--- config.mk ---
export PLATFORM = sky130hd
export DESIGN_NAME = psl_card
export DESIGN_NICKNAME = d
export VERILOG_FILES = /design/src/common/psl_pkg.sv /design/src/hw/psl_sync.sv /design/src/hw/psl_card.sv
export SDC_FILE = /design/constraint.sdc
export NUM_CORES = 1
export LEC_CHECK = 0
export BUFFER_PORTS_ARGS = -buffer_cell sky130_fd_sc_hd__clkbuf_2
export CAP_MARGIN = 20
export CORE_UTILIZATION = 35
export CTS_BUF_LIST = sky130_fd_sc_hd__clkbuf_8
export DETAILED_ROUTE_END_ITERATION = 16
export PLACE_DENSITY = 0.66
export SYNTH_ARGS = -nofsm -noshare
export SYNTH_HDL_FRONTEND = slang
export SYNTH_SLANG_ARGS = --single-unit
--- constraint.sdc ---
create_clock -name SYS_CLK -period 1.8 [get_ports SYS_CLK]
set_input_delay 0.36 -clock SYS_CLK [delete_from_list [all_inputs] [get_ports SYS_CLK]]
set_output_delay 0.36 -clock SYS_CLK [all_outputs]
set_load 0.01 [all_outputs]
--- src/common/psl_pkg.sv ---
package psl_pkg;
    // framing and address layout of the link
    localparam int BYTE_BITS      = 8;
    localparam int BIT_CNT_W      = 3;
    localparam int ADDR_PORT_HI   = 7;
    localparam int ADDR_PORT_LO   = 6;
    localparam int ADDR_R1_HI     = 5;
    localparam int ADDR_R1_LO     = 3;
    localparam int ADDR_R2_HI     = 2;
    localparam int ADDR_R2_LO     = 0;
    localparam logic [2:0] LAST_BIT     = 3'h7;
    localparam logic [2:0] BIT_CNT_RST  = 3'h0;
    localparam logic [7:0] BYTE_RST     = 8'h00;
    localparam logic [7:0] BYTE_CNT_MAX = 8'hFF;
    localparam logic [1:0] SYNC_RST     = 2'h0;
    // link timing, in ns and in system clocks
    localparam int SYS_CLK_NS     = 10;
    localparam int LINK_CLK_NS    = 80;
    localparam int LINK_HALF_CLKS = (LINK_CLK_NS / 2) / SYS_CLK_NS;
    typedef enum logic [1:0]
    {
        PSL_IDLE    = 2'b00,
        PSL_ADDR    = 2'b01,
        PSL_DATA    = 2'b10,
        PSL_IGNORE  = 2'b11
    } psl_state_t;
endpackage

--- src/hw/psl_sync.sv ---
`timescale 1ns/10ps
// two-stage synchroniser for one pin
module psl_sync
#(
    parameter bit RST_VAL = 1'b0
)
(
    input  wire logic clk,
    input  wire logic rst_n,
    input  wire logic din,
    output logic      dout
);
    logic meta_reg;

    // first stage is read only by the second
    always_ff @(posedge clk or negedge rst_n)
    begin
        if (!rst_n)
        begin
            // reset to the pin's idle level so no false edge follows reset
            meta_reg <= RST_VAL;
            dout     <= RST_VAL;
        end
        else
        begin
            meta_reg <= din;
            dout     <= meta_reg;
        end
    end
endmodule

--- src/hw/psl_card.sv ---
`timescale 1ns/10ps
// Behaviour
// [RQ1] master alone drives serial clock; it times both data directions
// [RQ2] master alone drives select; the card only reads it
// [RQ3] asserted select puts the card in selected state, acting on commands
// [RQ4] master asserts select first, then clock and command bits together
// [RQ5] with several cards, first command byte is the card address
// [RQ6] direct link: selected on select alone, no clock or byte needed
// [RQ7] while selected both bit streams move together on the shared clock
// [RQ8] transaction lasts exactly while select stays asserted
// [RQ9] commands arrive on transmit line, replies leave on receive line
// [RQ10] one card per master port, point to point, no shared lines
// [RQ11] address byte: port bits 7:6, router one 5:3, router two 2:0
// [RQ12] deselect clears bit and byte counters and stops new reply data
module psl_card
#(
    parameter bit MULTI_CARD = 1'b0,
    parameter logic [7:0] MY_ADDR = 8'h00
)
(
    input  wire logic       SYS_CLK,
    input  wire logic       RST_N,
    input  wire logic       LINK_SCLK,
    input  wire logic       LINK_SEL_N,
    input  wire logic       LINK_CMD,
    output logic            LINK_REPLY,
    output logic            LINK_REPLY_OE,
    output logic            SELECTED,
    output logic            ADDR_MATCH,
    output logic [7:0]      RX_BYTE,
    output logic            RX_VALID,
    output logic [7:0]      RX_COUNT,
    input  wire logic [7:0] TX_BYTE,
    output logic            TX_TAKEN
);
    // ========================================================================
    // pin synchronisers
    // ========================================================================
    logic sclk_s;
    logic sel_n_s;
    logic cmd_s;
    logic sclk_d_reg;

    // clock parks high and select idles high: both stages reset to that level
    psl_sync #(.RST_VAL(1'b1)) u_sclk
    (
        .clk   (SYS_CLK),
        .rst_n (RST_N),
        .din   (LINK_SCLK),
        .dout  (sclk_s)
    );
    psl_sync #(.RST_VAL(1'b1)) u_sel
    (
        .clk   (SYS_CLK),
        .rst_n (RST_N),
        .din   (LINK_SEL_N),
        .dout  (sel_n_s)
    ); // RQ2
    psl_sync u_cmd  (.clk(SYS_CLK), .rst_n(RST_N), .din(LINK_CMD), .dout(cmd_s)); // RQ9

    // ========================================================================
    // edge detection
    // ========================================================================
    wire sel_now  = ~sel_n_s;
    wire rise     = sclk_s & ~sclk_d_reg & sel_now; // RQ1
    wire fall     = ~sclk_s & sclk_d_reg & sel_now;

    // idle serial clock is high; reset value matches so no edge after reset
    always_ff @(posedge SYS_CLK or negedge RST_N)
    begin
        if (!RST_N)
            sclk_d_reg <= 1'b1;
        else
            sclk_d_reg <= sclk_s;
    end

    // address field helpers for a routed system
    function automatic logic [1:0] addr_port(input logic [7:0] a);
        addr_port = a[psl_pkg::ADDR_PORT_HI:psl_pkg::ADDR_PORT_LO]; // RQ11
    endfunction
    function automatic logic [2:0] addr_r1(input logic [7:0] a);
        addr_r1 = a[psl_pkg::ADDR_R1_HI:psl_pkg::ADDR_R1_LO]; // RQ11
    endfunction
    function automatic logic [2:0] addr_r2(input logic [7:0] a);
        addr_r2 = a[psl_pkg::ADDR_R2_HI:psl_pkg::ADDR_R2_LO]; // RQ11
    endfunction

    // ========================================================================
    // state
    // ========================================================================
    psl_pkg::psl_state_t state_reg;
    psl_pkg::psl_state_t state_next;
    logic [2:0] bit_cnt_reg;
    logic [7:0] shift_in_reg;
    logic [7:0] shift_out_reg;
    wire        byte_done = rise && (bit_cnt_reg == psl_pkg::LAST_BIT);
    wire [7:0]  byte_in   = {shift_in_reg[6:0], cmd_s};
    wire        addr_ok   = (addr_port(byte_in) == addr_port(MY_ADDR))
                          && (addr_r1(byte_in) == addr_r1(MY_ADDR))
                          && (addr_r2(byte_in) == addr_r2(MY_ADDR));

    // selected on select alone; the address byte only filters in multi-card
    always_comb
    begin
        state_next = state_reg;
        unique case (state_reg)
            psl_pkg::PSL_IDLE:
                if (sel_now)
                    state_next = MULTI_CARD ? psl_pkg::PSL_ADDR : psl_pkg::PSL_DATA; // RQ6
            psl_pkg::PSL_ADDR:
                if (byte_done)
                    state_next = addr_ok ? psl_pkg::PSL_DATA : psl_pkg::PSL_IGNORE; // RQ5
            psl_pkg::PSL_DATA:
                state_next = psl_pkg::PSL_DATA;
            psl_pkg::PSL_IGNORE:
                state_next = psl_pkg::PSL_IGNORE;
        endcase
        if (!sel_now)
            state_next = psl_pkg::PSL_IDLE; // RQ8
    end

    always_ff @(posedge SYS_CLK or negedge RST_N)
    begin
        if (!RST_N)
            state_reg <= psl_pkg::PSL_IDLE;
        else
            state_reg <= state_next; // RQ3
    end

    // ========================================================================
    // bit counter and receive shifter
    // ========================================================================
    // counters cleared while deselected so a broken frame never skews the next
    always_ff @(posedge SYS_CLK or negedge RST_N)
    begin
        if (!RST_N)
        begin
            bit_cnt_reg  <= psl_pkg::BIT_CNT_RST;
            shift_in_reg <= psl_pkg::BYTE_RST;
        end
        else if (!sel_now)
        begin
            bit_cnt_reg  <= psl_pkg::BIT_CNT_RST; // RQ12
            shift_in_reg <= psl_pkg::BYTE_RST;
        end
        else if (rise)
        begin
            bit_cnt_reg  <= bit_cnt_reg + 3'h1;
            shift_in_reg <= byte_in; // RQ7
        end
    end

    // received bytes after the address stage, with a saturating byte count
    always_ff @(posedge SYS_CLK or negedge RST_N)
    begin
        if (!RST_N)
        begin
            RX_BYTE  <= psl_pkg::BYTE_RST;
            RX_VALID <= 1'b0;
            RX_COUNT <= psl_pkg::BYTE_RST;
        end
        else
        begin
            RX_VALID <= byte_done && state_reg == psl_pkg::PSL_DATA; // RQ3
            if (byte_done && state_reg == psl_pkg::PSL_DATA)
                RX_BYTE <= byte_in;
            if (!sel_now)
                RX_COUNT <= psl_pkg::BYTE_RST; // RQ12
            else if (byte_done && state_reg == psl_pkg::PSL_DATA
                     && RX_COUNT != psl_pkg::BYTE_CNT_MAX)
                RX_COUNT <= RX_COUNT + 8'h01;
        end
    end

    // ========================================================================
    // reply shifter
    // ========================================================================
    // reply changes on falling edges so the master samples it on rising ones
    wire load_tx = fall && (bit_cnt_reg == psl_pkg::BIT_CNT_RST);
    always_ff @(posedge SYS_CLK or negedge RST_N)
    begin
        if (!RST_N)
        begin
            shift_out_reg <= psl_pkg::BYTE_RST;
            LINK_REPLY    <= 1'b0;
            TX_TAKEN      <= 1'b0;
        end
        else if (state_reg != psl_pkg::PSL_DATA || !sel_now)
        begin
            shift_out_reg <= psl_pkg::BYTE_RST; // RQ12
            LINK_REPLY    <= 1'b0;
            TX_TAKEN      <= 1'b0;
        end
        else
        begin
            TX_TAKEN <= load_tx;
            if (load_tx)
            begin
                LINK_REPLY    <= TX_BYTE[7]; // RQ9
                shift_out_reg <= {TX_BYTE[6:0], 1'b0};
            end
            else if (fall)
            begin
                LINK_REPLY    <= shift_out_reg[7]; // RQ7
                shift_out_reg <= {shift_out_reg[6:0], 1'b0};
            end
        end
    end

    // point to point: the card drives its reply line whenever addressed
    always_ff @(posedge SYS_CLK or negedge RST_N)
    begin
        if (!RST_N)
        begin
            LINK_REPLY_OE <= 1'b0;
            SELECTED      <= 1'b0;
            ADDR_MATCH    <= 1'b0;
        end
        else
        begin
            LINK_REPLY_OE <= sel_now && state_reg == psl_pkg::PSL_DATA; // RQ10
            SELECTED      <= sel_now; // RQ6
            ADDR_MATCH    <= sel_now && state_reg == psl_pkg::PSL_DATA;
        end
    end

    // ========================================================================
    // checks
    // ========================================================================
    sel_follow_a: assert property (@(posedge SYS_CLK) disable iff (!RST_N) // RQ6
        $fell(sel_n_s) |=> SELECTED)
        else $error("select not seen one cycle later");
    desel_drop_a: assert property (@(posedge SYS_CLK) disable iff (!RST_N) // RQ8
        $rose(sel_n_s) |=> !SELECTED ##1 !LINK_REPLY_OE)
        else $error("card stayed selected after release");
    cnt_clear_a: assert property (@(posedge SYS_CLK) disable iff (!RST_N) // RQ12
        sel_n_s |=> (bit_cnt_reg == psl_pkg::BIT_CNT_RST) && (RX_COUNT == psl_pkg::BYTE_RST))
        else $error("counters not cleared when deselected");
    reply_quiet_a: assert property (@(posedge SYS_CLK) disable iff (!RST_N) // RQ12
        sel_n_s ##1 sel_n_s |=> !LINK_REPLY && !LINK_REPLY_OE)
        else $error("reply driven while deselected");
    state_enter_a: assert property (@(posedge SYS_CLK) disable iff (!RST_N) // RQ3
        (state_reg == psl_pkg::PSL_IDLE && !sel_n_s) |=> state_reg != psl_pkg::PSL_IDLE)
        else $error("selected state not entered");
    addr_gate_a: assert property (@(posedge SYS_CLK) disable iff (!RST_N) // RQ5
        (state_reg == psl_pkg::PSL_ADDR && byte_done && !addr_ok && sel_now)
        |=> state_reg == psl_pkg::PSL_IGNORE ##1 !RX_VALID)
        else $error("foreign address accepted");
    rx_byte_a: assert property (@(posedge SYS_CLK) disable iff (!RST_N) // RQ7
        (byte_done && state_reg == psl_pkg::PSL_DATA) |=> RX_VALID && RX_BYTE == $past(byte_in))
        else $error("received byte lost");
    bit_step_a: assert property (@(posedge SYS_CLK) disable iff (!RST_N) // RQ1
        (rise && sel_now) |=> bit_cnt_reg == $past(bit_cnt_reg) + 3'h1 || !sel_now)
        else $error("bit counter missed a clock edge");
    tx_take_a: assert property (@(posedge SYS_CLK) disable iff (!RST_N) // RQ9
        TX_TAKEN |-> LINK_REPLY == $past(TX_BYTE[7]))
        else $error("reply msb not sent on load");
endmodule

==> impl_metrics.env <==
export IMPL_status="completed"
export IMPL_h_tree_depth=2
export IMPL_path_max_fanout=7
export IMPL_drt_iter0_drc=59
export IMPL_fmax_mhz=593
export IMPL_clk_pin_slew_ns=0.08
export IMPL_avgSynthCellArea_um2=11.3
export IMPL_ys_top_cells_by_area="dfrtp_1 (53%), dfstp_2 (6.6%), mux2_2 (5.1%), nand2_1 (4.1%), a21oi_1 (3.5%)"
export IMPL_final_nets=240
export IMPL_synth_cell_types=35
export IMPL_antenna_found_initial=0
export IMPL_die_area_mm2=0.00602
export IMPL_cp_top_family="simple AND/OR/NAND/NOR gates"
export IMPL_yosysTopAreaCell="dfrtp_1"
export IMPL_routabilityCongestion=0.757
export IMPL_cp_arrival_ns=1.91
export IMPL_period_needed_ns=1.69
export IMPL_diodes=0
export IMPL_ys_flop_type="dfrtp_1"
export IMPL_synth_nets=194
export IMPL_cts_root_buf="clkbuf_8"
export IMPL_cts_buffers=5
export IMPL_fillCellCount=514
export IMPL_critical_path_class="flop to flop"
export IMPL_synth_compound_area_share_pct=9.82
export IMPL_layout_drive_gt1_share_pct=34.5
export IMPL_die_w_um=77.6
export IMPL_leakagePower_nw=1.16
export IMPL_viasPerCell=4.84
export IMPL_ctsLongestPathBuffers=2
export IMPL_synth_simple_gate_area_share_pct=15.6
export IMPL_drv_slew=0
export IMPL_critical_path_buf_inv_count=1
export IMPL_p_per_area_mw_per_mm2=803
export IMPL_clock_latency_ns=0.31
export IMPL_wl_per_cell_um=12.2
export IMPL_slew_headroom_pct=74.6
export IMPL_setup_viol=0
export IMPL_syn_area_mm2=0.00200
export IMPL_grt_pass1_vias=1345
export IMPL_yosys_area_top_type_share_pct=52.6
export IMPL_grt_pass1_wl_um=6240
export IMPL_largestRegisters="RX_BYTE: 8 flops, RX_COUNT: 8 flops"
export IMPL_grt_max_degree=48
export IMPL_hold_ws_ns=0.0220
export IMPL_synthCells=177
export IMPL_synthAdderAreaFrac_pct=2.50
export IMPL_multi_input_comb_area_um2=744
export IMPL_globalRoute_totalOverflow=0
export IMPL_cts_hold_buffers_added=0
export IMPL_crit_path_start_kind="flop"
export IMPL_wirelength_um=3600
export IMPL_critPathMaxStageDelay_ns=0.43
export IMPL_core_mm2=0.00551
export IMPL_ys_ff_latch=47
export IMPL_row_count=27
export IMPL_area_growth_pct=22.7
export IMPL_async_flop_share_pct=100
export IMPL_num_vias=1429
export IMPL_hold_class="input pin to asynchronous set/reset pin"
export IMPL_pre_cts_slack_ns=0.0620
export IMPL_dr_pass1_iters=4
export IMPL_cp_cell_sequence="or3b_4 -> clkinv_2 -> o2111ai_4 -> or3_1 -> a21oi_1"
export IMPL_io_pins=35
export IMPL_skew_ns=0.00968
export IMPL_synth_top_family_by_area="simple AND/OR/NAND/NOR gates"
export IMPL_portBuffers=34
export IMPL_seq_area_frac_synth_pct=59.1
export IMPL_cts_tree="built"
export IMPL_die_height_um=77.6
export IMPL_rsz0062_at_grt="false"
export IMPL_drc=0
export IMPL_crit_slowest_cell="or3b_4"
export IMPL_worst_setup_path_end_kind="flop"
export IMPL_synthMuxAreaShare_pct=8.57
export IMPL_register_area_mm2=0.00118
export IMPL_hpwl_um=2450
export IMPL_cts_sinks=47
export IMPL_p_total_w=0.00197
export IMPL_netlist_top_cells_count="dfrtp_1 (42), nand2_1 (22), a21oi_1 (14)"
export IMPL_hold_viol=0
export IMPL_final_setup_tns_ns=0
export IMPL_antenna_left=0
export IMPL_crit_required_ns=2.03
export IMPL_cap_violations=0
export IMPL_post_route_worst_setup_slack_ns=0.113
export IMPL_ir_drop_uv=303
export IMPL_yosysWarnings=0
export IMPL_timing_final_crit_share_pct=93.7
export IMPL_start_util_pct=36.3
export IMPL_synth_edf_count=0
export IMPL_worstMarginPinSlew_ns=0.382
export IMPL_synth_most_common_cell="dfrtp_1"
export IMPL_track_usage_pct=13.4
export IMPL_synthXorXnorAreaFrac_pct=0
## where the power goes
part           internal [W]  switching [W]
clock network      0.000406       0.000345
registers           0.00108      0.0000129
logic             0.0000508      0.0000761
total               0.00154       0.000434
## cells in the final DEF, fill, tap and decap left out, types with 5 or more instances in the layout
cell | netlist | layout
clkbuf_2 | 0 | 34
inv_1 | 6 | 6
nor2_1 | 10 | 10
nand3_1 | 7 | 7
o21ai_0 | 5 | 5
dfstp_2 | 5 | 5
dfrtp_1 | 42 | 42
a211oi_1 | 7 | 7
buf_4 | 1 | 12
nand2_1 | 22 | 22
a21oi_1 | 14 | 14
mux2_2 | 9 | 9
clkbuf_8 | 0 | 5
mux2i_1 | 7 | 7
## final timing paths
check | startpoint | to | slack [ns] | depth (start not counted)
hold / removal | RST_N | RX_COUNT[3] | 0.02 | 2
setup reg to reg | state_reg[0] | RX_COUNT[4] | 0.11 | 5
setup / recovery | state_reg[0] | RX_COUNT[4] | 0.11 | 5
max in group asynchronous | RST_N | u_sel.dout | 1.49 | 2
hold reg to reg | u_sclk.meta_reg | u_sclk.dout | 0.36 | 0
min in group SYS_CLK | LINK_SCLK | u_sclk.meta_reg | 0.13 | 1
## logic make-up (layout without fill, tap and decap cells)
group	Yosys count	after routing
multiplexers	16	16
flip-flops	47	47
buffers and inverters	17	63
adder cells (fa/ha/maj)	4	4
AO/OA/AOI/OAI	30	30
AND/OR/NAND/NOR	63	63
## area by class of cell
type | instances | area share (%)
Clock inverter | 2 | 1.53
Multi-Input combinational cell | 113 | 30.3
Sequential cell | 47 | 48.2
Clock buffer | 5 | 2.80
Timing Repair Buffer | 49 | 12.3
Inverter | 7 | 1.12
Tap cell | 72 | 3.67
## stage by stage
step | utilization, % | instances | area, um2
after floorplan | - | 177 | 2000
after global placement | 42.0 | 286 | 2310
after detailed placement | 42.0 | 286 | 2310
after CTS | 43.9 | 293 | 2420
after global routing | 44.6 | 295 | 2450
final | 44.6 | 295 | 2450
## per-layer routing
| layer | GRT usage [%] | routed length [um] | part of all wire (%) | vias up |
|---|---|---|---|---|
| li1 | - | - | - | 710 |
| met1 | 17.8 | 1750 | 49 | 678 |
| met2 | 19.1 | 1590 | 44 | 31 |
| met3 | 4.12 | 164 | 4.6 | 10 |
| met4 | 8.11 | 104 | 2.9 | 0 |
| met5 | 0 | 0 | 0 | - |
## repair_timing
item / in CTS / in global routing
setup buffers: 0 / 1
endpoints found under the setup margin: 0 / 10
resized for setup: 0 / 6
Note: power is estimated with default switching activity, not from simulation.
